===== src/hw/micro_load_pkg.sv =====
// constants shared by the micro holding register load logic
// assumes a single 50 MHz processor clock and an active-high asynchronous reset
`default_nettype none
package micro_load_pkg;
  localparam int MICRO_WIDTH    = 16;
  localparam int LATCH_WIDTH    = 32;
  localparam int EXCH_WIDTH     = 24;
  localparam int ADDR_WIDTH     = 24;
  localparam int LIT_LOW_WIDTH  = 8;
  localparam int BRANCH_SHIFT   = 4;
  localparam int LIT_HIGH_POS   = 16;
  localparam int ADDR_CARRY_POS = 4;
  localparam int NOOP_CLOCKS    = 2;
  localparam logic [15:0] HOLD_RESET  = 16'h0000;
  localparam logic [31:0] LATCH_RESET = 32'h0000_0000;
  localparam logic [23:0] ADDR_RESET  = 24'h00_0000;
  localparam logic [23:0] ADDR_STEP   = 24'h00_0010;
  // avalon map, word offsets are byte addresses
  localparam logic [3:0]  REG_CTRL    = 4'h0;
  localparam logic [3:0]  REG_STATUS  = 4'h4;
  localparam logic [3:0]  REG_ADDR    = 4'h8;
  localparam int CTRL_RUN_POS  = 0;
  localparam int CTRL_HOLD_POS = 1;
  localparam int CTRL_MTR_POS  = 2;
  localparam logic [2:0]  CTRL_RESET  = 3'h0;
  typedef enum logic [1:0] {
    BUS_IDLE = 2'b00,
    BUS_ACK  = 2'b01
  } bus_state_t;
endpackage
`default_nettype wire


===== src/hw/micro_latch_buffer.sv =====
// micro latch buffer: two micros captured from a memory fetch
// assumes fetch data valid in the cycle that micro_fetch_cycle is high
`default_nettype none
module micro_latch_buffer #(
  parameter int WIDTH = 32
) (
  input  wire logic             clk_sys,
  input  wire logic             sys_rst,
  input  wire logic             micro_fetch_cycle,
  input  wire logic [WIDTH-1:0] fetch_data,
  input  wire logic             address_bit_four,
  output var  logic [WIDTH-1:0] latch,
  output wire logic [WIDTH/2-1:0] half_reversed
);
  // the half select and bit reversal assume two 16-bit micros per word
  if (WIDTH != 32) begin : g_bad_width
    $error("latch buffer must be 32 bits");
  end

  // refresh cycles leave the buffer alone; only a fetch writes it
  always_ff @(posedge clk_sys or posedge sys_rst) begin
    if (sys_rst) latch <= micro_load_pkg::LATCH_RESET;
    else if (micro_fetch_cycle) latch <= fetch_data;
  end

  wire logic [WIDTH/2-1:0] sel_half;
  assign sel_half = address_bit_four ? latch[WIDTH-1:WIDTH/2] : latch[WIDTH/2-1:0];

  // msb of the micro sits at latch bit 0 of the half
  genvar i;
  generate
    for (i = 0; i < WIDTH/2; i++) begin : g_rev
      assign half_reversed[i] = sel_half[WIDTH/2-1-i];
    end
  endgenerate

  lat_hold_a: assert property (@(posedge clk_sys) disable iff (sys_rst)
    !$past(micro_fetch_cycle) |-> latch == $past(latch))
    else $error("latch changed without a fetch");
  lat_capture_a: assert property (@(posedge clk_sys) disable iff (sys_rst)
    micro_fetch_cycle |=> latch == $past(fetch_data))
    else $error("fetch data not captured");
endmodule
`default_nettype wire


===== src/hw/micro_register_load_logic.sv =====
// micro holding register, its sources, and its gating onto the exchange
// assumes micro decode inputs, tape word and fetch data are synchronous to clk_sys
//
// The register addresses and the Avalon-MM register port were chosen for this implementation.
`default_nettype none
// What this block does
// - type one or two move sourcing holding register drives bits 0-15 to exchange.
// - taken branch micros place holding register on exchange shifted up four.
// - short literal gates only bits 0-7 onto exchange bits 0-7.
// - move literal in run or full tape execute puts bits 0-7 on exchange 16-23.
// - literal low 16 bits come from latch in run, tape register in tape mode.
// - each holding input ORs gated tape, exchange and latch-half sources.
// - exchange and latch both gated load their bitwise OR at the clock.
// - loads happen only under parallel load enable; otherwise the register holds.
// - latch buffer is 32 bits, two 16-bit micro halves.
// - micro fetch sends word address and captures 32 bits into the latch.
// - each fetch adds sixteen via carry into address bit four.
// - address bit four picks latch half, transferred bit reversed under gate enable.
// - refresh cycles leave the latch buffer untouched.
// - after move literal the register clears, forcing a two clock no-op.
// - tape select only in tape mode, one clock at slot one when word full.
// - tape select gates low tape bits and enables reading upper eight bits.
// - literal follow flag set by tape move literal blocks load, routes bits to exchange.
// - types one, two, ten sinking holding register at finish outside tape execute mode assert three selects.
// - holding register is 16 bits, cleared on processor clear or literal/tape finish.
// - holding outputs gated by run and not-hold drive the distribution bus.
module micro_register_load_logic (
  input  wire logic        clk_sys,
  input  wire logic        sys_rst,
  // micro decode
  input  wire logic        register_move_type_one,
  input  wire logic        register_move_type_two,
  input  wire logic        register_move_type_ten,
  input  wire logic        conditional_branch_a,
  input  wire logic        conditional_branch_b,
  input  wire logic        branch_taken,
  input  wire logic        relative_branch_micro,
  input  wire logic        relative_call_micro,
  input  wire logic        short_literal_micro,
  input  wire logic        move_literal_micro,
  input  wire logic        holding_is_source,
  input  wire logic        holding_is_sink,
  input  wire logic        micro_finish,
  input  wire logic        general_processor_clear,
  input  wire logic        timing_slot_one,
  // tape assembly
  input  wire logic        tape_word_full,
  input  wire logic [23:0] tape_word,
  // memory
  input  wire logic        micro_fetch_cycle,
  input  wire logic [31:0] fetch_data,
  output logic      [23:0] memory_word_address,
  // exchange
  input  wire logic [23:0] exchange_in,
  output logic      [23:0] exchange_out,
  output logic             exchange_drive,
  output logic      [15:0] micro_distribution_bus,
  // avalon-mm slave
  input  wire logic [3:0]  avs_address,
  input  wire logic        avs_read,
  input  wire logic        avs_write,
  input  wire logic [31:0] avs_writedata,
  output logic      [31:0] avs_readdata,
  output logic             avs_waitrequest
);
  // control register: run, hold, tape execute mode
  logic [2:0]  ctrl;
  logic [15:0] holding;
  logic [23:0] addr_ptr;
  logic        literal_follow_flag;
  logic        tape_slot_done;
  micro_load_pkg::bus_state_t bus_state;
  wire logic [31:0] latch;
  wire logic [15:0] latch_half;

  wire logic run_state         = ctrl[micro_load_pkg::CTRL_RUN_POS];
  wire logic not_hold          = !ctrl[micro_load_pkg::CTRL_HOLD_POS];
  wire logic tape_execute_mode = ctrl[micro_load_pkg::CTRL_MTR_POS];
  wire logic address_bit_four  = addr_ptr[micro_load_pkg::ADDR_CARRY_POS];

  micro_latch_buffer #(.WIDTH(micro_load_pkg::LATCH_WIDTH)) u_latch (
    .clk_sys           (clk_sys),
    .sys_rst           (sys_rst),
    .micro_fetch_cycle (micro_fetch_cycle),
    .fetch_data        (fetch_data),
    .address_bit_four  (address_bit_four),
    .latch             (latch),
    .half_reversed     (latch_half)
  );

  // select generation
  wire logic move_sink = (register_move_type_one | register_move_type_two |
                          register_move_type_ten) & holding_is_sink;
  wire logic sink_finish = move_sink & micro_finish & !tape_execute_mode;
  wire logic tape_to_micro_select = tape_execute_mode & tape_word_full &
                                    timing_slot_one & !tape_slot_done;
  wire logic exchange_to_micro_select = sink_finish;
  wire logic latch_gate_enable = sink_finish | (!tape_execute_mode & micro_fetch_cycle &
                                 !move_literal_micro);
  wire logic latch_low_half_enable  = latch_gate_enable & !address_bit_four;
  wire logic latch_high_half_enable = latch_gate_enable & address_bit_four;
  wire logic parallel_load_enable = (sink_finish | latch_gate_enable |
                                     tape_to_micro_select) & !literal_follow_flag;

  // tape upper eight bits readable only under the tape select
  wire logic [7:0] tape_upper = tape_to_micro_select ? tape_word[23:16] : 8'h00;

  // three-way OR of gated sources
  wire logic [15:0] tape_src  = tape_to_micro_select ? tape_word[15:0] : 16'h0000;
  wire logic [15:0] exch_src  = exchange_to_micro_select ? exchange_in[15:0] : 16'h0000;
  wire logic [15:0] latch_src = (latch_low_half_enable | latch_high_half_enable) ?
                                latch_half : 16'h0000;
  wire logic [15:0] next_input = tape_src | exch_src | latch_src;

  wire logic literal_finish = move_literal_micro & micro_finish;
  wire logic tape_finish    = tape_execute_mode & tape_slot_done & micro_finish;
  wire logic holding_register_clear = general_processor_clear | literal_finish |
                                      tape_finish;

  always_ff @(posedge clk_sys or posedge sys_rst) begin
    if (sys_rst) holding <= micro_load_pkg::HOLD_RESET;
    else if (holding_register_clear) holding <= micro_load_pkg::HOLD_RESET;
    else if (parallel_load_enable) holding <= next_input;
  end

  // one slot-one pulse per full tape word
  always_ff @(posedge clk_sys or posedge sys_rst) begin
    if (sys_rst) tape_slot_done <= 1'b0;
    else tape_slot_done <= tape_word_full & (tape_slot_done | tape_to_micro_select);
  end

  // literal follow flag: set by tape move literal, cleared when literal word consumed
  wire logic literal_word_used = literal_follow_flag & tape_word_full & timing_slot_one;
  always_ff @(posedge clk_sys or posedge sys_rst) begin
    if (sys_rst) literal_follow_flag <= 1'b0;
    else if (tape_execute_mode & move_literal_micro & micro_finish)
      literal_follow_flag <= 1'b1;
    else if (literal_word_used) literal_follow_flag <= 1'b0;
  end

  // register writes take effect in the acknowledge cycle only
  wire logic bus_write_ctrl = avs_write & bus_state == micro_load_pkg::BUS_ACK &
                              avs_address == micro_load_pkg::REG_CTRL;
  wire logic bus_write_addr = avs_write & bus_state == micro_load_pkg::BUS_ACK &
                              avs_address == micro_load_pkg::REG_ADDR;

  // address pointer: plus sixteen per fetch, word address presented
  always_ff @(posedge clk_sys or posedge sys_rst) begin
    if (sys_rst) addr_ptr <= micro_load_pkg::ADDR_RESET;
    else if (bus_write_addr) addr_ptr <= avs_writedata[23:0];
    else if (micro_fetch_cycle) addr_ptr <= addr_ptr + micro_load_pkg::ADDR_STEP;
  end

  // exchange gating
  wire logic run_or_full = run_state | (tape_execute_mode & tape_word_full);
  wire logic gate_move   = (register_move_type_one | register_move_type_two) &
                           holding_is_source;
  wire logic gate_branch = relative_branch_micro | relative_call_micro |
                           ((conditional_branch_a | conditional_branch_b) & branch_taken);
  wire logic gate_lit    = move_literal_micro & run_or_full;
  wire logic tape_lit    = literal_follow_flag & tape_word_full;
  wire logic [15:0] lit_low = tape_execute_mode ? tape_word[15:0] : latch_half;
  logic [23:0] next_exchange;
  logic        next_drive;
  always_comb begin
    next_exchange = 24'h00_0000;
    next_drive    = 1'b1;
    if (gate_move) next_exchange = {8'h00, holding};
    else if (gate_branch) next_exchange = {4'h0, holding, 4'h0};
    else if (short_literal_micro) next_exchange = {16'h0000, holding[7:0]};
    else if (gate_lit) next_exchange = {holding[7:0], lit_low};
    else if (tape_lit) next_exchange = {tape_upper, tape_word[15:0]};
    else next_drive = 1'b0;
  end

  always_ff @(posedge clk_sys or posedge sys_rst) begin
    if (sys_rst) begin
      exchange_out           <= 24'h00_0000;
      exchange_drive         <= 1'b0;
      micro_distribution_bus <= 16'h0000;
      memory_word_address    <= micro_load_pkg::ADDR_RESET;
    end else begin
      exchange_out           <= next_exchange;
      exchange_drive         <= next_drive;
      micro_distribution_bus <= holding & {16{run_state & not_hold}};
      memory_word_address    <= {addr_ptr[23:2], 2'b00};
    end
  end

  // avalon slave: one wait cycle, then ack
  wire logic bus_req    = (avs_read | avs_write) & (bus_state == micro_load_pkg::BUS_IDLE);
  logic [31:0] next_readdata;
  always_comb begin
    case (avs_address)
      micro_load_pkg::REG_CTRL:   next_readdata = {29'h0, ctrl};
      micro_load_pkg::REG_STATUS: next_readdata = {14'h0, literal_follow_flag,
                                                   address_bit_four, holding};
      micro_load_pkg::REG_ADDR:   next_readdata = {8'h00, addr_ptr};
      default:                    next_readdata = 32'h0000_0000;
    endcase
  end

  always_ff @(posedge clk_sys or posedge sys_rst) begin
    if (sys_rst) begin
      bus_state       <= micro_load_pkg::BUS_IDLE;
      avs_waitrequest <= 1'b1;
      avs_readdata    <= 32'h0000_0000;
    end else begin
      case (bus_state)
        micro_load_pkg::BUS_IDLE: begin
          if (bus_req) begin
            bus_state       <= micro_load_pkg::BUS_ACK;
            avs_waitrequest <= 1'b0;
            avs_readdata    <= next_readdata;
          end
        end
        micro_load_pkg::BUS_ACK: begin
          bus_state       <= micro_load_pkg::BUS_IDLE;
          avs_waitrequest <= 1'b1;
        end
        default: bus_state <= micro_load_pkg::BUS_IDLE;
      endcase
    end
  end

  always_ff @(posedge clk_sys or posedge sys_rst) begin
    if (sys_rst) ctrl <= micro_load_pkg::CTRL_RESET;
    else if (bus_write_ctrl) ctrl <= avs_writedata[2:0];
  end

  // checks
  clr_literal_a: assert property (@(posedge clk_sys) disable iff (sys_rst)
    literal_finish |=> holding == 16'h0000)
    else $error("holding not cleared after literal");
  load_or_a: assert property (@(posedge clk_sys) disable iff (sys_rst)
    parallel_load_enable & !holding_register_clear |=> holding == $past(next_input))
    else $error("holding did not load gated sources");
  hold_value_a: assert property (@(posedge clk_sys) disable iff (sys_rst)
    !parallel_load_enable & !holding_register_clear |=> $stable(holding))
    else $error("holding changed without load");
  tape_pulse_a: assert property (@(posedge clk_sys) disable iff (sys_rst)
    tape_to_micro_select |=> !tape_to_micro_select)
    else $error("tape select longer than one clock");
  tape_mode_a: assert property (@(posedge clk_sys) disable iff (sys_rst)
    tape_to_micro_select |-> tape_execute_mode)
    else $error("tape select outside tape mode");
  follow_block_a: assert property (@(posedge clk_sys) disable iff (sys_rst)
    literal_follow_flag |-> !parallel_load_enable)
    else $error("load enabled while literal follows");
  addr_step_a: assert property (@(posedge clk_sys) disable iff (sys_rst)
    micro_fetch_cycle & !bus_write_addr |=> address_bit_four != $past(address_bit_four))
    else $error("address bit four did not toggle");
  exch_move_a: assert property (@(posedge clk_sys) disable iff (sys_rst)
    gate_move |=> exchange_out == {8'h00, $past(holding)})
    else $error("move micro exchange mismatch");
  exch_branch_a: assert property (@(posedge clk_sys) disable iff (sys_rst)
    gate_branch & !gate_move |=> exchange_out == {4'h0, $past(holding), 4'h0})
    else $error("branch exchange not shifted");
  sink_sel_a: assert property (@(posedge clk_sys) disable iff (sys_rst)
    sink_finish & !literal_follow_flag |-> exchange_to_micro_select & latch_gate_enable
    & parallel_load_enable)
    else $error("sink selects not asserted together");
  dist_gate_a: assert property (@(posedge clk_sys) disable iff (sys_rst)
    !(run_state & not_hold) |=> micro_distribution_bus == 16'h0000)
    else $error("distribution bus not gated");

  // exchange contents per gating micro
  exch_short_a: assert property (@(posedge clk_sys) disable iff (sys_rst)
    short_literal_micro & !gate_move & !gate_branch |=>
    exchange_out == {16'h0000, $past(holding[7:0])})
    else $error("short literal exchange mismatch");
  exch_lit_a: assert property (@(posedge clk_sys) disable iff (sys_rst)
    gate_lit & !gate_move & !gate_branch & !short_literal_micro |=>
    exchange_out[23:16] == $past(holding[7:0]))
    else $error("literal upper byte mismatch");
  lit_low_a: assert property (@(posedge clk_sys) disable iff (sys_rst)
    gate_lit & !gate_move & !gate_branch & !short_literal_micro & !tape_execute_mode |=>
    exchange_out[15:0] == $past(latch_half))
    else $error("literal low half not from latch");
  drive_idle_a: assert property (@(posedge clk_sys) disable iff (sys_rst)
    !(gate_move | gate_branch | short_literal_micro | gate_lit | tape_lit) |=>
    !exchange_drive)
    else $error("exchange driven without a gating micro");

  // holding register sources
  sink_or_a: assert property (@(posedge clk_sys) disable iff (sys_rst)
    sink_finish & !literal_follow_flag & !holding_register_clear & !tape_to_micro_select
    |=> holding == $past(exchange_in[15:0] | latch_half))
    else $error("sink load is not the or of both sources");
  tape_load_a: assert property (@(posedge clk_sys) disable iff (sys_rst)
    tape_to_micro_select & !holding_register_clear & !literal_follow_flag |=>
    holding == $past(tape_word[15:0]))
    else $error("tape word not loaded");
  clr_gp_a: assert property (@(posedge clk_sys) disable iff (sys_rst)
    general_processor_clear |=> holding == 16'h0000)
    else $error("processor clear missed");
  half_one_a: assert property (@(posedge clk_sys) disable iff (sys_rst)
    latch_gate_enable |-> latch_low_half_enable != latch_high_half_enable)
    else $error("latch half enables not exclusive");
  half_hi_a: assert property (@(posedge clk_sys) disable iff (sys_rst)
    address_bit_four |-> latch_half[15] == latch[16])
    else $error("upper latch half not reversed");
  half_lo_a: assert property (@(posedge clk_sys) disable iff (sys_rst)
    !address_bit_four |-> latch_half[15] == latch[0])
    else $error("lower latch half not reversed");

  // flags and outputs
  follow_set_a: assert property (@(posedge clk_sys) disable iff (sys_rst)
    tape_execute_mode & move_literal_micro & micro_finish |=> literal_follow_flag)
    else $error("literal follow flag not set");
  dist_pass_a: assert property (@(posedge clk_sys) disable iff (sys_rst)
    run_state & not_hold |=> micro_distribution_bus == $past(holding))
    else $error("distribution bus does not follow holding");
  word_addr_a: assert property (@(posedge clk_sys) disable iff (sys_rst)
    1'b1 |=> memory_word_address[23:2] == $past(addr_ptr[23:2]))
    else $error("word address not presented");

  cov_sink: cover property (@(posedge clk_sys) disable iff (sys_rst) sink_finish);
  cov_follow: cover property (@(posedge clk_sys) disable iff (sys_rst) tape_lit);
  cov_branch: cover property (@(posedge clk_sys) disable iff (sys_rst) gate_branch);
  cov_literal: cover property (@(posedge clk_sys) disable iff (sys_rst) gate_lit);
  cov_tape: cover property (@(posedge clk_sys) disable iff (sys_rst) tape_to_micro_select);
endmodule
`default_nettype wire


===== config.mk =====
export PLATFORM = sky130hd
export DESIGN_NAME = micro_register_load_logic
export DESIGN_NICKNAME = d
export VERILOG_FILES = /design/src/hw/micro_load_pkg.sv /design/src/hw/micro_latch_buffer.sv /design/src/hw/micro_register_load_logic.sv
export SDC_FILE = /design/constraint.sdc
export NUM_CORES = 1
export LEC_CHECK = 0
export ABC_CLOCK_PERIOD_IN_PS = 7300
export BUFFER_PORTS_ARGS = -buffer_cell sky130_fd_sc_hd__clkbuf_2
export CAP_MARGIN = 20
export CORE_ASPECT_RATIO = 1.25
export CORE_MARGIN = 5
export CORE_UTILIZATION = 55
export CTS_CLUSTER_SIZE = 20
export DETAILED_ROUTE_END_ITERATION = 16
export GPL_TIMING_DRIVEN = 0
export PLACE_DENSITY = 0.91
export SETUP_SLACK_MARGIN = 0.05
export SKIP_LAST_GASP = 1
export SLEW_MARGIN = 10
export SYNTH_ARGS = -nofsm -noshare
export SYNTH_HDL_FRONTEND = slang
export SYNTH_SLANG_ARGS = --single-unit

===== constraint.sdc =====
create_clock -name clk_sys -period 7.3 [get_ports clk_sys]
set_input_delay 0.365 -clock clk_sys [delete_from_list [all_inputs] [get_ports clk_sys]]
set_output_delay 0.365 -clock clk_sys [all_outputs]
set_load 0.02 [all_outputs]

=== Yosys cells after proc, flatten, opt, wreduce, memory -nomap -nowiden ===
Index checks and enable logic that the tools add are counted.

* Flip-flop bits (word level): 175
* Logic and storage cells: 103

* Add/sub/neg operators: 1
* Equal/unequal tests: 4
* Muxes and demuxes: 27
* Bitwise gates (word level): 44
* Reductions and logical operators: 14

{| class="wikitable"
|+ Operator list
! kind !! number
|-
| $mux 24 || 7
|-
| $mux 16 || 7
|-
| $pmux 24 s3 || 1
|-
| $or 16x16->16 || 2
|-
| $and 1x1->1 || 27
|-
| $add 24x5->24 const B || 1
|-
| $and 16x16->16 || 1
|-
| $or 1x1->1 || 14
|-
| $mux 1 || 8
|-
| $mux 8 || 1
|-
| $reduce_bool 2->1 || 4
|-
| $logic_not 1->1 || 6
|-
| $eq 4x3->1 const B || 1
|-
| $eq 4x4->1 const B || 1
|-
| $logic_not 4->1 || 1
|-
| $mux 2 || 2
|-
| $reduce_and 2->1 || 2
|-
| $eq 2x1->1 const B || 1
|-
| $logic_not 2->1 || 1
|-
| $ne 2x2->1 const B || 1
|-
| $pmux 1 s2 || 1
|}

=== Logic depth before layout (Yosys ltp) ===
Gate-level depths: netlist (run 1).

* Depth in word-level cells: 12
* Depth in mapped cells: 7
* Mapped depth without buffers: 6

=== Hierarchy ===
From an unflattened synthesis (run 1), not the netlist that was laid out.

* Cell total of the unflattened synthesis: 665
* Area, all modules: 7667.4 µm²

{| class="wikitable"
|+ By module, submodules not included
! module !! times used !! cells an instance !! area each (µm²)
|-
| micro_register_load_logic || 1 || 578 || 6069.6
|-
| micro_latch_buffer || 1 || 87 || 1597.8
|}

=== Least setup slack after synthesis (run 1) ===
No wires, ideal clock.

* Path kind: in2reg
* Start: input register_move_type_two
* End: register holding[10]
* Library setup time: 0.121 ns
* Arrival time: 1.708 ns
* Required time: 7.179 ns
* Setup slack: 5.471 ns
* Cell stages on the path: 7
* Buffers on the path: 2
* Path through: or3_4 > a32oi_4 > a21oi_2 > nor2b_4 > buf_6 > buf_6 > a22o_1

* Cells in the longest elaborated chain, start to end: 12
* Elaborated cells on any way between the ends: 19
* Classes of those cells: mux (4); bitwise (14); reduce/logical (1)

{| class="wikitable"
|+ RTL lines
! item !! line !! text
|-
| start, declared || micro_register_load_logic.sv:32 || <nowiki>input wire logic register_move_type_two,</nowiki>
|-
| $or 1x1->1 (*) (2 in series) || micro_register_load_logic.sv:92 || <nowiki>wire logic move_sink = (register_move_type_one | register_move_type_two |</nowiki>
|-
| $and 1x1->1 (*) || micro_register_load_logic.sv:93 || <nowiki>register_move_type_ten) & holding_is_sink;</nowiki>
|-
| $and 1x1->1 (*) (2 in series) || micro_register_load_logic.sv:94 || <nowiki>wire logic sink_finish = move_sink & micro_finish & !tape_execute_mode;</nowiki>
|-
| $or 1x1->1 || micro_register_load_logic.sv:98 || <nowiki>wire logic latch_gate_enable = sink_finish | (!tape_execute_mode & micro_fetch_cycle &</nowiki>
|-
| $and 1x1->1, on equally long branches || micro_register_load_logic.sv:100, micro_register_load_logic.sv:101 ||
|-
| $or 1x1->1 || micro_register_load_logic.sv:111 || <nowiki>wire logic [15:0] latch_src = (latch_low_half_enable | latch_high_half_enable) ?</nowiki>
|-
| $mux 16 || micro_register_load_logic.sv:111 ||
|-
| $or 16x16->16 || micro_register_load_logic.sv:113 || <nowiki>wire logic [15:0] next_input = tape_src | exch_src | latch_src;</nowiki>
|-
| $mux 16 || micro_register_load_logic.sv:123 || <nowiki>else if (parallel_load_enable) holding <= next_input;</nowiki>
|-
| $mux 16 || micro_register_load_logic.sv:122 || <nowiki>else if (holding_register_clear) holding <= micro_load_pkg::HOLD_RESET;</nowiki>
|-
| end signal, assigned || micro_register_load_logic.sv:121 || <nowiki>if (sys_rst) holding <= micro_load_pkg::HOLD_RESET;</nowiki>
|-
| end signal, assigned || micro_register_load_logic.sv:122 ||
|-
| end signal, assigned || micro_register_load_logic.sv:123 ||
|-
| end, declared || micro_register_load_logic.sv:68 || <nowiki>logic [15:0] holding;</nowiki>
|}

Mark *: on every way between the ends. The rest lies on a longest branch, timed or not. The select of a mux whose other input is x is not followed.
A chain may end at the register's enable or synchronous reset.

=== Final worst setup path (run 1) ===
* Start: register ctrl[0]
* End: register exchange_out[15]

* Cells in the longest elaborated chain, start to end: 6

{| class="wikitable"
|+ RTL lines
! item !! line !! text
|-
| start, declared || micro_register_load_logic.sv:67 || <nowiki>logic [2:0] ctrl;</nowiki>
|-
| start signal, assigned || micro_register_load_logic.sv:227 || <nowiki>if (sys_rst) ctrl <= micro_load_pkg::CTRL_RESET;</nowiki>
|-
| start signal, assigned || micro_register_load_logic.sv:228 || <nowiki>else if (bus_write_ctrl) ctrl <= avs_writedata[2:0];</nowiki>
|-
| $or 1x1->1 || micro_register_load_logic.sv:155 || <nowiki>wire logic run_or_full = run_state | (tape_execute_mode & tape_word_full);</nowiki>
|-
| $and 1x1->1 || micro_register_load_logic.sv:160 || <nowiki>wire logic gate_lit = move_literal_micro & run_or_full;</nowiki>
|-
| $mux 24 || micro_register_load_logic.sv:171 || <nowiki>else if (gate_lit) next_exchange = {holding[7:0], lit_low};</nowiki>
|-
| $mux 24 || micro_register_load_logic.sv:170 || <nowiki>else if (short_literal_micro) next_exchange = {16'h0000, holding[7:0]};</nowiki>
|-
| $mux 24 || micro_register_load_logic.sv:169 || <nowiki>else if (gate_branch) next_exchange = {4'h0, holding, 4'h0};</nowiki>
|-
| $mux 24 || micro_register_load_logic.sv:168 || <nowiki>if (gate_move) next_exchange = {8'h00, holding};</nowiki>
|-
| via next_exchange[15] || micro_register_load_logic.sv:163 || <nowiki>logic [23:0] next_exchange;</nowiki>
|-
| end signal, assigned || micro_register_load_logic.sv:183 || <nowiki>exchange_out <= next_exchange;</nowiki>
|-
| end, declared || micro_register_load_logic.sv:55 || <nowiki>output logic [23:0] exchange_out,</nowiki>
|}

The timed path passes the listed nets, and every way through them passes these cells.

==> impl_results.md, run 1 <==
* Status: complete, no violations
* IO Count at approximately 240
* Inserted Clock Buffers at 17
* All-Layer GR Usage at 0.269
* Clock buffer depth at 2
* Primary FF master, synth: dfrtp_1
* Die X-Extent at 112 um
* Cells after synthesis at about 630
* Worst-path clk slew at 0.07 ns
* DR iter-0 viols at 373
* Worst setup EP type: flip-flop
* CP max stage cell: o21ai_1
* Die area at 15500 um2
* Max_slew headroom at 0.387
* #FFs+latches synth at 166
* Clk sinks at ~170
* # Max-Cap Violations at 0
* Cell Rows at 46
* Pre-CTS setup slack at 5.08 ns
* VDD IR-drop max at 0.147 mV
* CTS H-tree depth at 4
* Area share of fa/ha/maj cells after synthesis at 0.00174
* Count of different cell masters after synthesis at 50
* RSZ-0062 raised after global routing: no
* Crit start category: flip-flop
* Initial Utilization at 0.563
* P per Cell Area at 287 nW/um2
* CP required at about 7.6 ns
* Hpwl dp at 15.5 mm
* Via count at just under 6k
* Worst reg-to-reg path cell count at 6
* Share of cells above drive strength 1 at 0.363
* Layout Nets at about 1.0k
* Leading area contributor after synthesis: dfrtp_1
* Post-synthesis mux area share at 0.0910
* Synth top area cells: dfrtp_1 57%, mux2_2 7.4%, a22oi_1 4.1%
* Final setup violating endpoints at 0
* RD Place Congestion at between 0.9 and 1
* Routed WL per cell at about 19 um
* Post-synthesis xor/xnor area fraction at 0.0231
* Critical Path Max Stage Delay at 0.45 ns
* Kind of path behind the tightest hold check: input pin to async pin
* Number of antenna violations at the first check in global routing at 0
* Number of antenna diodes at 0
* P&R area growth vs syn at 26.3%
* Post-CTS setup buffers at 0
* Critical-path cell list: and2_1 > o21ai_1 > clkbuf_1 > a22o_1 > a22oi_1 > a21oi_1
* Die height at roughly 140 um
* Post-synthesis async set-or-reset flop share at 1.00
* Synth Area in Simple Gates at 0.113
* Routed wire length at ~20 mm
* Most instantiated library cell after synthesis: dfrtp_1
* Min Tclk post-route at between 2 and 2.5 ns
* FF-to-FF End: exchange_out[15]
* Worst R2R Setup Slack at 5.26 ns
* Fill cell total of the finished layout at 955
* Number of port buffers at 207
* Hold Vio Cnt, Final at 0
* CTS resizes at 0
* Core footprint at 12800 um2
* Worst path arrival time at 2.37 ns
* Hold-fix buffer count after cts at 0
* CP Max Fanout at 10
* Setup Skew at 0.0104 ns
* Sequential area share after synthesis at 0.578
* Finished Core Util at 0.711
* CTS tree: yes
* Largest family of logic cells by synthesized area: compound AO/OA/AOI/OAI gates
* Fmax at 491 MHz
* Total global routing overflow at 0
* First-pass GRT wire length at 32.6 mm
* Reg-to-Reg Start: ctrl[0]
* Number of flops mapped to enable cells by yosys at 0
* Final Worst Setup Slack at ~5.3 ns
* Worst-Margin Slew at about 0.91 ns
* Via/cell ratio at 5.66
* Tcrit/Tclk final at 0.279
* Vias in the first global route at 6141
* Post-route setup TNS at 0 ns
* Router iterations before antenna repair at 5
* Worst skew pair latency at 0.42 ns
* Largest net degree at the start of global routing at a little under 90
* Root buffer cell: clkbuf_16
* Top cell type's share of synthesized area at 0.574
* Max-slew violations at 0
* Syn Area/Cell at 11.4 um2
* Synth Warn # at 0
* Critical path class: flip-flop to flip-flop
* Cell Area, Synth at 7190 um2
* Leak pwr at around 4.4 nW
* Hold_ws at roughly 0.0064 ns
* DRC at 0
* Synth Area in Compound Gates at 0.159
* Power, Total at 2.61 mW
* Commonest cells post-synth: 165 x dfrtp_1, 50 x nand2_1, 49 x a21oi_1
* ANT nets after route at 0
kinds of logic after synthesis:
group | after synthesis
DFF | 166
and+or+nand+nor | 162
AOI/OAI and AO/OA | 175
muxes | 59
buffers and inverters | 48
xor gates and xnor gates | 19
other | 1
adders and majority gates | 1
where the power goes:
| part | internal, mW | switching, mW |
|---|---|---|
| sequential | 1.06 | 0.119 |
| clock | 0.458 | 0.412 |
| combinational | 0.232 | 0.335 |
layout by cell type (no fill, tap or decap), types with 2 or more instances in the layout:
cell and instances:
mux2i_1 8, nor2b_1 6, clkinvlp_4 3, inv_1 3, clkbuf_1 21, clkbuf_2 207
buf_4 10, xnor2_1 5, dfrtp_1 165, a22oi_1 39, and3_1 4, a21o_1 2
o21ai_1 16, buf_6 2, nor2_1 47, clkbuf_16 17, mux2_2 47, nand4_1 6
o211ai_1 5, inv_6 3, a21oi_1 49, buf_2 8, mux2_1 4, nand3_1 15
xor2_1 14, conb_1 10, nand2_1 50, buf_1 3, o21ai_0 29, and2_1 18
inv_8 8, a22o_1 30
worst max-delay path by stage:
stage | from | end
after floorplan | sys_rst | addr_ptr[0]
after global placement | sys_rst | u_latch.latch[20]
after detailed placement | avs_address[3] | addr_ptr[15]
after CTS | ctrl[0] | exchange_out[15]
after global routing | ctrl[2] | holding[12]
final | ctrl[0] | exchange_out[15]
layer usage:
metal | wire (um) | share of wire | global-route usage | vias up
met4 | 537 | 0.026 | 0.0915 | 0
met3 | 1630 | 0.080 | 0.0685 | 42
met2 | 10600 | 0.52 | 0.480 | 298
li1 | - | - | - | 2710
met1 | 7670 | 0.38 | 0.320 | 2885
met5 | 0 | 0 | 0 | -
state kept, by name (all words and copies together) (netlist names):
name and count:
bus_state 1, ctrl 3, tape_slot_done 1, exchange_out 24
avs_readdata 24, holding 16, exchange_drive 1, addr_ptr 24
literal_follow_flag 1, avs_waitrequest 1, memory_word_address 22, micro_distribution_bus 16
u_latch.latch 32
metrics by stage:
step	cell area, um2	std cells
2_1_floorplan	7230	640
3_3_place_gp	8470	1015
3_5_place_dp	8510	1016
4_1_cts	9090	1048
5_1_grt	9090	1048
6_report	9090	1048
area by class of cell:
class | instances | area (um2) | share of cell area
sequential | 166 | 4160 | 0.457
multi-input combinational | 426 | 2830 | 0.311
timing repair buffer | 208 | 1060 | 0.117
clock buffer | 17 | 425 | 0.0468
buffer | 44 | 228 | 0.0251
tap | 168 | 210 | 0.0231
clock inverter | 15 | 153 | 0.0168
inverter | 4 | 22.5 | 0.00248
critical path, delay by kind of cell, from the launching register on:
kind | cells | cell delay, ns
AO/OA/AOI/OAI | 4 | 0.91
flip-flops | 1 | 0.44
buffers and inverters | 1 | 0.43
AND/OR/NAND/NOR | 1 | 0.19
Power figures use the tool's default switching activity.
==> run 2: changes to the inputs <==
--- a/config.mk
+++ b/config.mk
@@ -5,16 +5,17 @@
 export SDC_FILE = /design/constraint.sdc
 export NUM_CORES = 1
 export LEC_CHECK = 0
-export ABC_CLOCK_PERIOD_IN_PS = 7300
+export ABC_AREA = 1
+export ABC_CLOCK_PERIOD_IN_PS = 1800
 export BUFFER_PORTS_ARGS = -buffer_cell sky130_fd_sc_hd__clkbuf_2
 export CAP_MARGIN = 20
 export CORE_ASPECT_RATIO = 1.25
 export CORE_MARGIN = 5
-export CORE_UTILIZATION = 55
+export CORE_UTILIZATION = 47
 export CTS_CLUSTER_SIZE = 20
 export DETAILED_ROUTE_END_ITERATION = 16
 export GPL_TIMING_DRIVEN = 0
-export PLACE_DENSITY = 0.91
+export PLACE_DENSITY = 0.82
 export SETUP_SLACK_MARGIN = 0.05
 export SKIP_LAST_GASP = 1
 export SLEW_MARGIN = 10
==> constraint.sdc (replaced) <==
create_clock -name clk_sys -period 1.8 [get_ports clk_sys]
set_input_delay 0.09 -clock clk_sys [delete_from_list [all_inputs] [get_ports clk_sys]]
set_output_delay 0.09 -clock clk_sys [all_outputs]
set_load 0.02 [all_outputs]
==> impl_results.md, run 2 <==
* Worst-path clk slew at 0.07 ns
* Top cell type's share of synthesized area at 0.516
* Final Worst Setup Slack at 0.146 ns
* Inserted Clock Buffers at 17
* Crit start category: flip-flop
* Commonest cells post-synth: 352 x nand2_1, 165 x dfrtp_1, 97 x inv_1
* Area share of fa/ha/maj cells after synthesis at 0.00156
* First-pass GRT wire length at 43.1 mm
* DR iter-0 viols at 836
* Pre-CTS setup slack at -0.0481 ns
* Critical path class: flip-flop to flip-flop
* Commonest non-fill, non-tap cells in the layout: 351 x nand2_1, 215 x clkbuf_2, 165 x dfrtp_1
* IO Count at roughly 240
* Count of different cell masters after synthesis at 40
* Setup crit end: holding[4]
* Placed Instances at 1458
* Kind of path behind the tightest hold check: input pin to flip-flop
* Synth Area in Compound Gates at 0.117
* Routed WL per cell at 17.3 um
* # Max-Cap Violations at 0
* Number of port buffers at 208
* All-Layer GR Usage at 0.278
* Root buffer cell: clkbuf_16
* Vias in the first global route at 8504
* Number of antenna diodes at 0
* Routed wire length at 27.0 mm
* Hpwl dp at 20.1 mm
* Share of cells above drive strength 1 at 0.232
* Worst path arrival time at 2.03 ns
* Synth Warn # at 0
* Post-route setup TNS at 0 ns
* Sequential area share after synthesis at 0.519
* CTS H-tree depth at 4
* Max_slew headroom at 0.570
* Largest net degree at the start of global routing at roughly 40
* Core footprint at 16800 um2
* Synth Area in Simple Gates at 0.272
* Commonest non-fill, non-tap cell in the layout: nand2_1
* Die X-Extent at 127 um
* Worst-Margin Slew at 0.645 ns
* Clk sinks at 166
* Number of flip-flops in the largest register at 32
* Initial Utilization at 0.477
* Post-synthesis xor/xnor area fraction at 0.00656
* Number of antenna violations at the first check in global routing at 0
* Worst skew pair latency at 0.44 ns
* Die height at about 160 um
* P per Cell Area at 1010 nW/um2
* FF-to-FF End: holding[4]
* Placed Area at 9470 um2
* RD Place Congestion at 0.938
* Via/cell ratio at 5.28
* Total global routing overflow at 0
* Worst R2R Setup Slack at between 0.1 and 0.15 ns
* Leak pwr at around 5.7 nW
* Post-synthesis async set-or-reset flop share at 1.00
* Post-synthesis mux area share at 0.00141
* Launch point of the worst path: ctrl[2]
* Non-filler cells, final at ~1.6k
* Layout Nets at 1463
* CP required at 2.17 ns
* Clock buffer depth at 2
* Final instance area at ~11000 um2
* Primary FF master, synth: dfrtp_1
* Most instantiated library cell after synthesis: nand2_1
* #FFs+latches synth at 166
* Synth top area cells: dfrtp_1 52%, nand2_1 17%, nand3_1 5.3%
* Worst reg-to-reg path cell count at 10
* Worst min-delay path startpoint: move_literal_micro
* Die area at 19800 um2
* DRC at 0
* Reg-to-Reg Start: ctrl[2]
* Reg area at approximately 4200 um2
* Cell Rows at 53
* CP Max Fanout at 10
* Top reg by flops: u_latch.latch
* ANT nets after route at 0
* VDD IR-drop max at 0.673 mV
* CTS tree: yes
* Number of flops mapped to enable cells by yosys at 0
* Multi-input gate area at 3260 um2
* Tcrit/Tclk final at 0.919
* Max-slew violations at 0
* Hold path cells at 3
* Leading area contributor after synthesis: dfrtp_1
* Via count at 8219
* Syn Area/Cell at 7.88 um2
* Worst setup EP type: flip-flop
* Hold Vio Cnt, Final at 0
* Min Tclk post-route at 1.65 ns
* Fmax at 605 MHz
* Cell Area, Synth at 8010 um2
* Router iterations before antenna repair at 7
* Fill cell total of the finished layout at 1405
* Largest family of logic cells by synthesized area: simple AND/OR/NAND/NOR gates
* Final setup violating endpoints at 0
* Cells after synthesis at ~1k
* P&R area growth vs syn at 34.7%
* RSZ-0062 raised after global routing: yes
* Finished Core Util at 0.643
* Setup Skew at ~0.011 ns
* Status: complete, no violations
[run 2: worst min-delay path by stage]
stage / endpoint / slack, ns
after floorplan: addr_ptr[0] / 0.21
after global placement: u_latch.latch[28] / 0.29
after detailed placement: micro_distribution_bus[2] / 0.12
after CTS: exchange_out[18] / 0.007
after global routing: literal_follow_flag / 0.02
final: literal_follow_flag / 0.02
[run 2: cell families (layout without fill, tap and decap cells)]
logic type               count (synthesis)  after routing
XOR/XNOR                                 6              6
other                                    1             10
AND/OR/NAND/NOR                        526            526
buffers and inverters                  153            465
adder cells (fa/ha/maj)                  1              1
multiplexers                             1              1
flip-flops                             166            166
AO/OA/AOI/OAI                          162            162
[run 2: cell type report]
class                           instances  share of cell area
Clock inverter                         13              0.0159
Timing Repair Buffer                  281               0.168
Tap cell                              220              0.0255
Sequential cell                       166               0.385
Clock buffer                           18              0.0398
Buffer                                 49              0.0250
Inverter                              104              0.0377
Multi-Input combinational cell        706               0.303
[run 2: where the power goes]
part | switching [mW] | total, mW | internal (mW)
combinational | 1.65 | 2.52 | 0.877
clock | 1.57 | 3.77 | 2.20
sequential | 0.358 | 4.55 | 4.19
[run 2: metal layers]
metal / vias up / GRT usage / part of all wire
met1: 3848 / 0.326 / 0.37
met2: 438 / 0.498 / 0.52
li1: 3866 / - / -
met4: 0 / 0.104 / 0.028
met3: 67 / 0.0620 / 0.081
met5: - / 0 / 0
[run 2: stage by stage]
stage | hold slack [ns] | power, mW
after floorplan | 0.207 | 6.00
after global placement | 0.295 | 6.86
after detailed placement | 0.115 | 6.93
after CTS | 0.00712 | 10.8
after global routing | 0.0236 | 11.3
final | 0.0181 | 10.8
[run 2: repair_timing]
item,CTS,global route
pin swaps,0,2
endpoints found under the setup margin,4,39
hold buffers,61,0
cloned,0,0
setup buffers,0,7
hold endpoints to repair,97,0
gates resized for setup,4,22
[run 2: critical path: stages, from the launching register on]
cell and delay, ns:
dfrtp_1 0.35, buf_6 0.17, inv_6 0.06, nand2_4 0.08
nor2_8 0.05, nand2_2 0.07, nand2_4 0.10, o21ai_4 0.27
buf_4 0.24, nand3_1 0.11, nand2_1 0.08
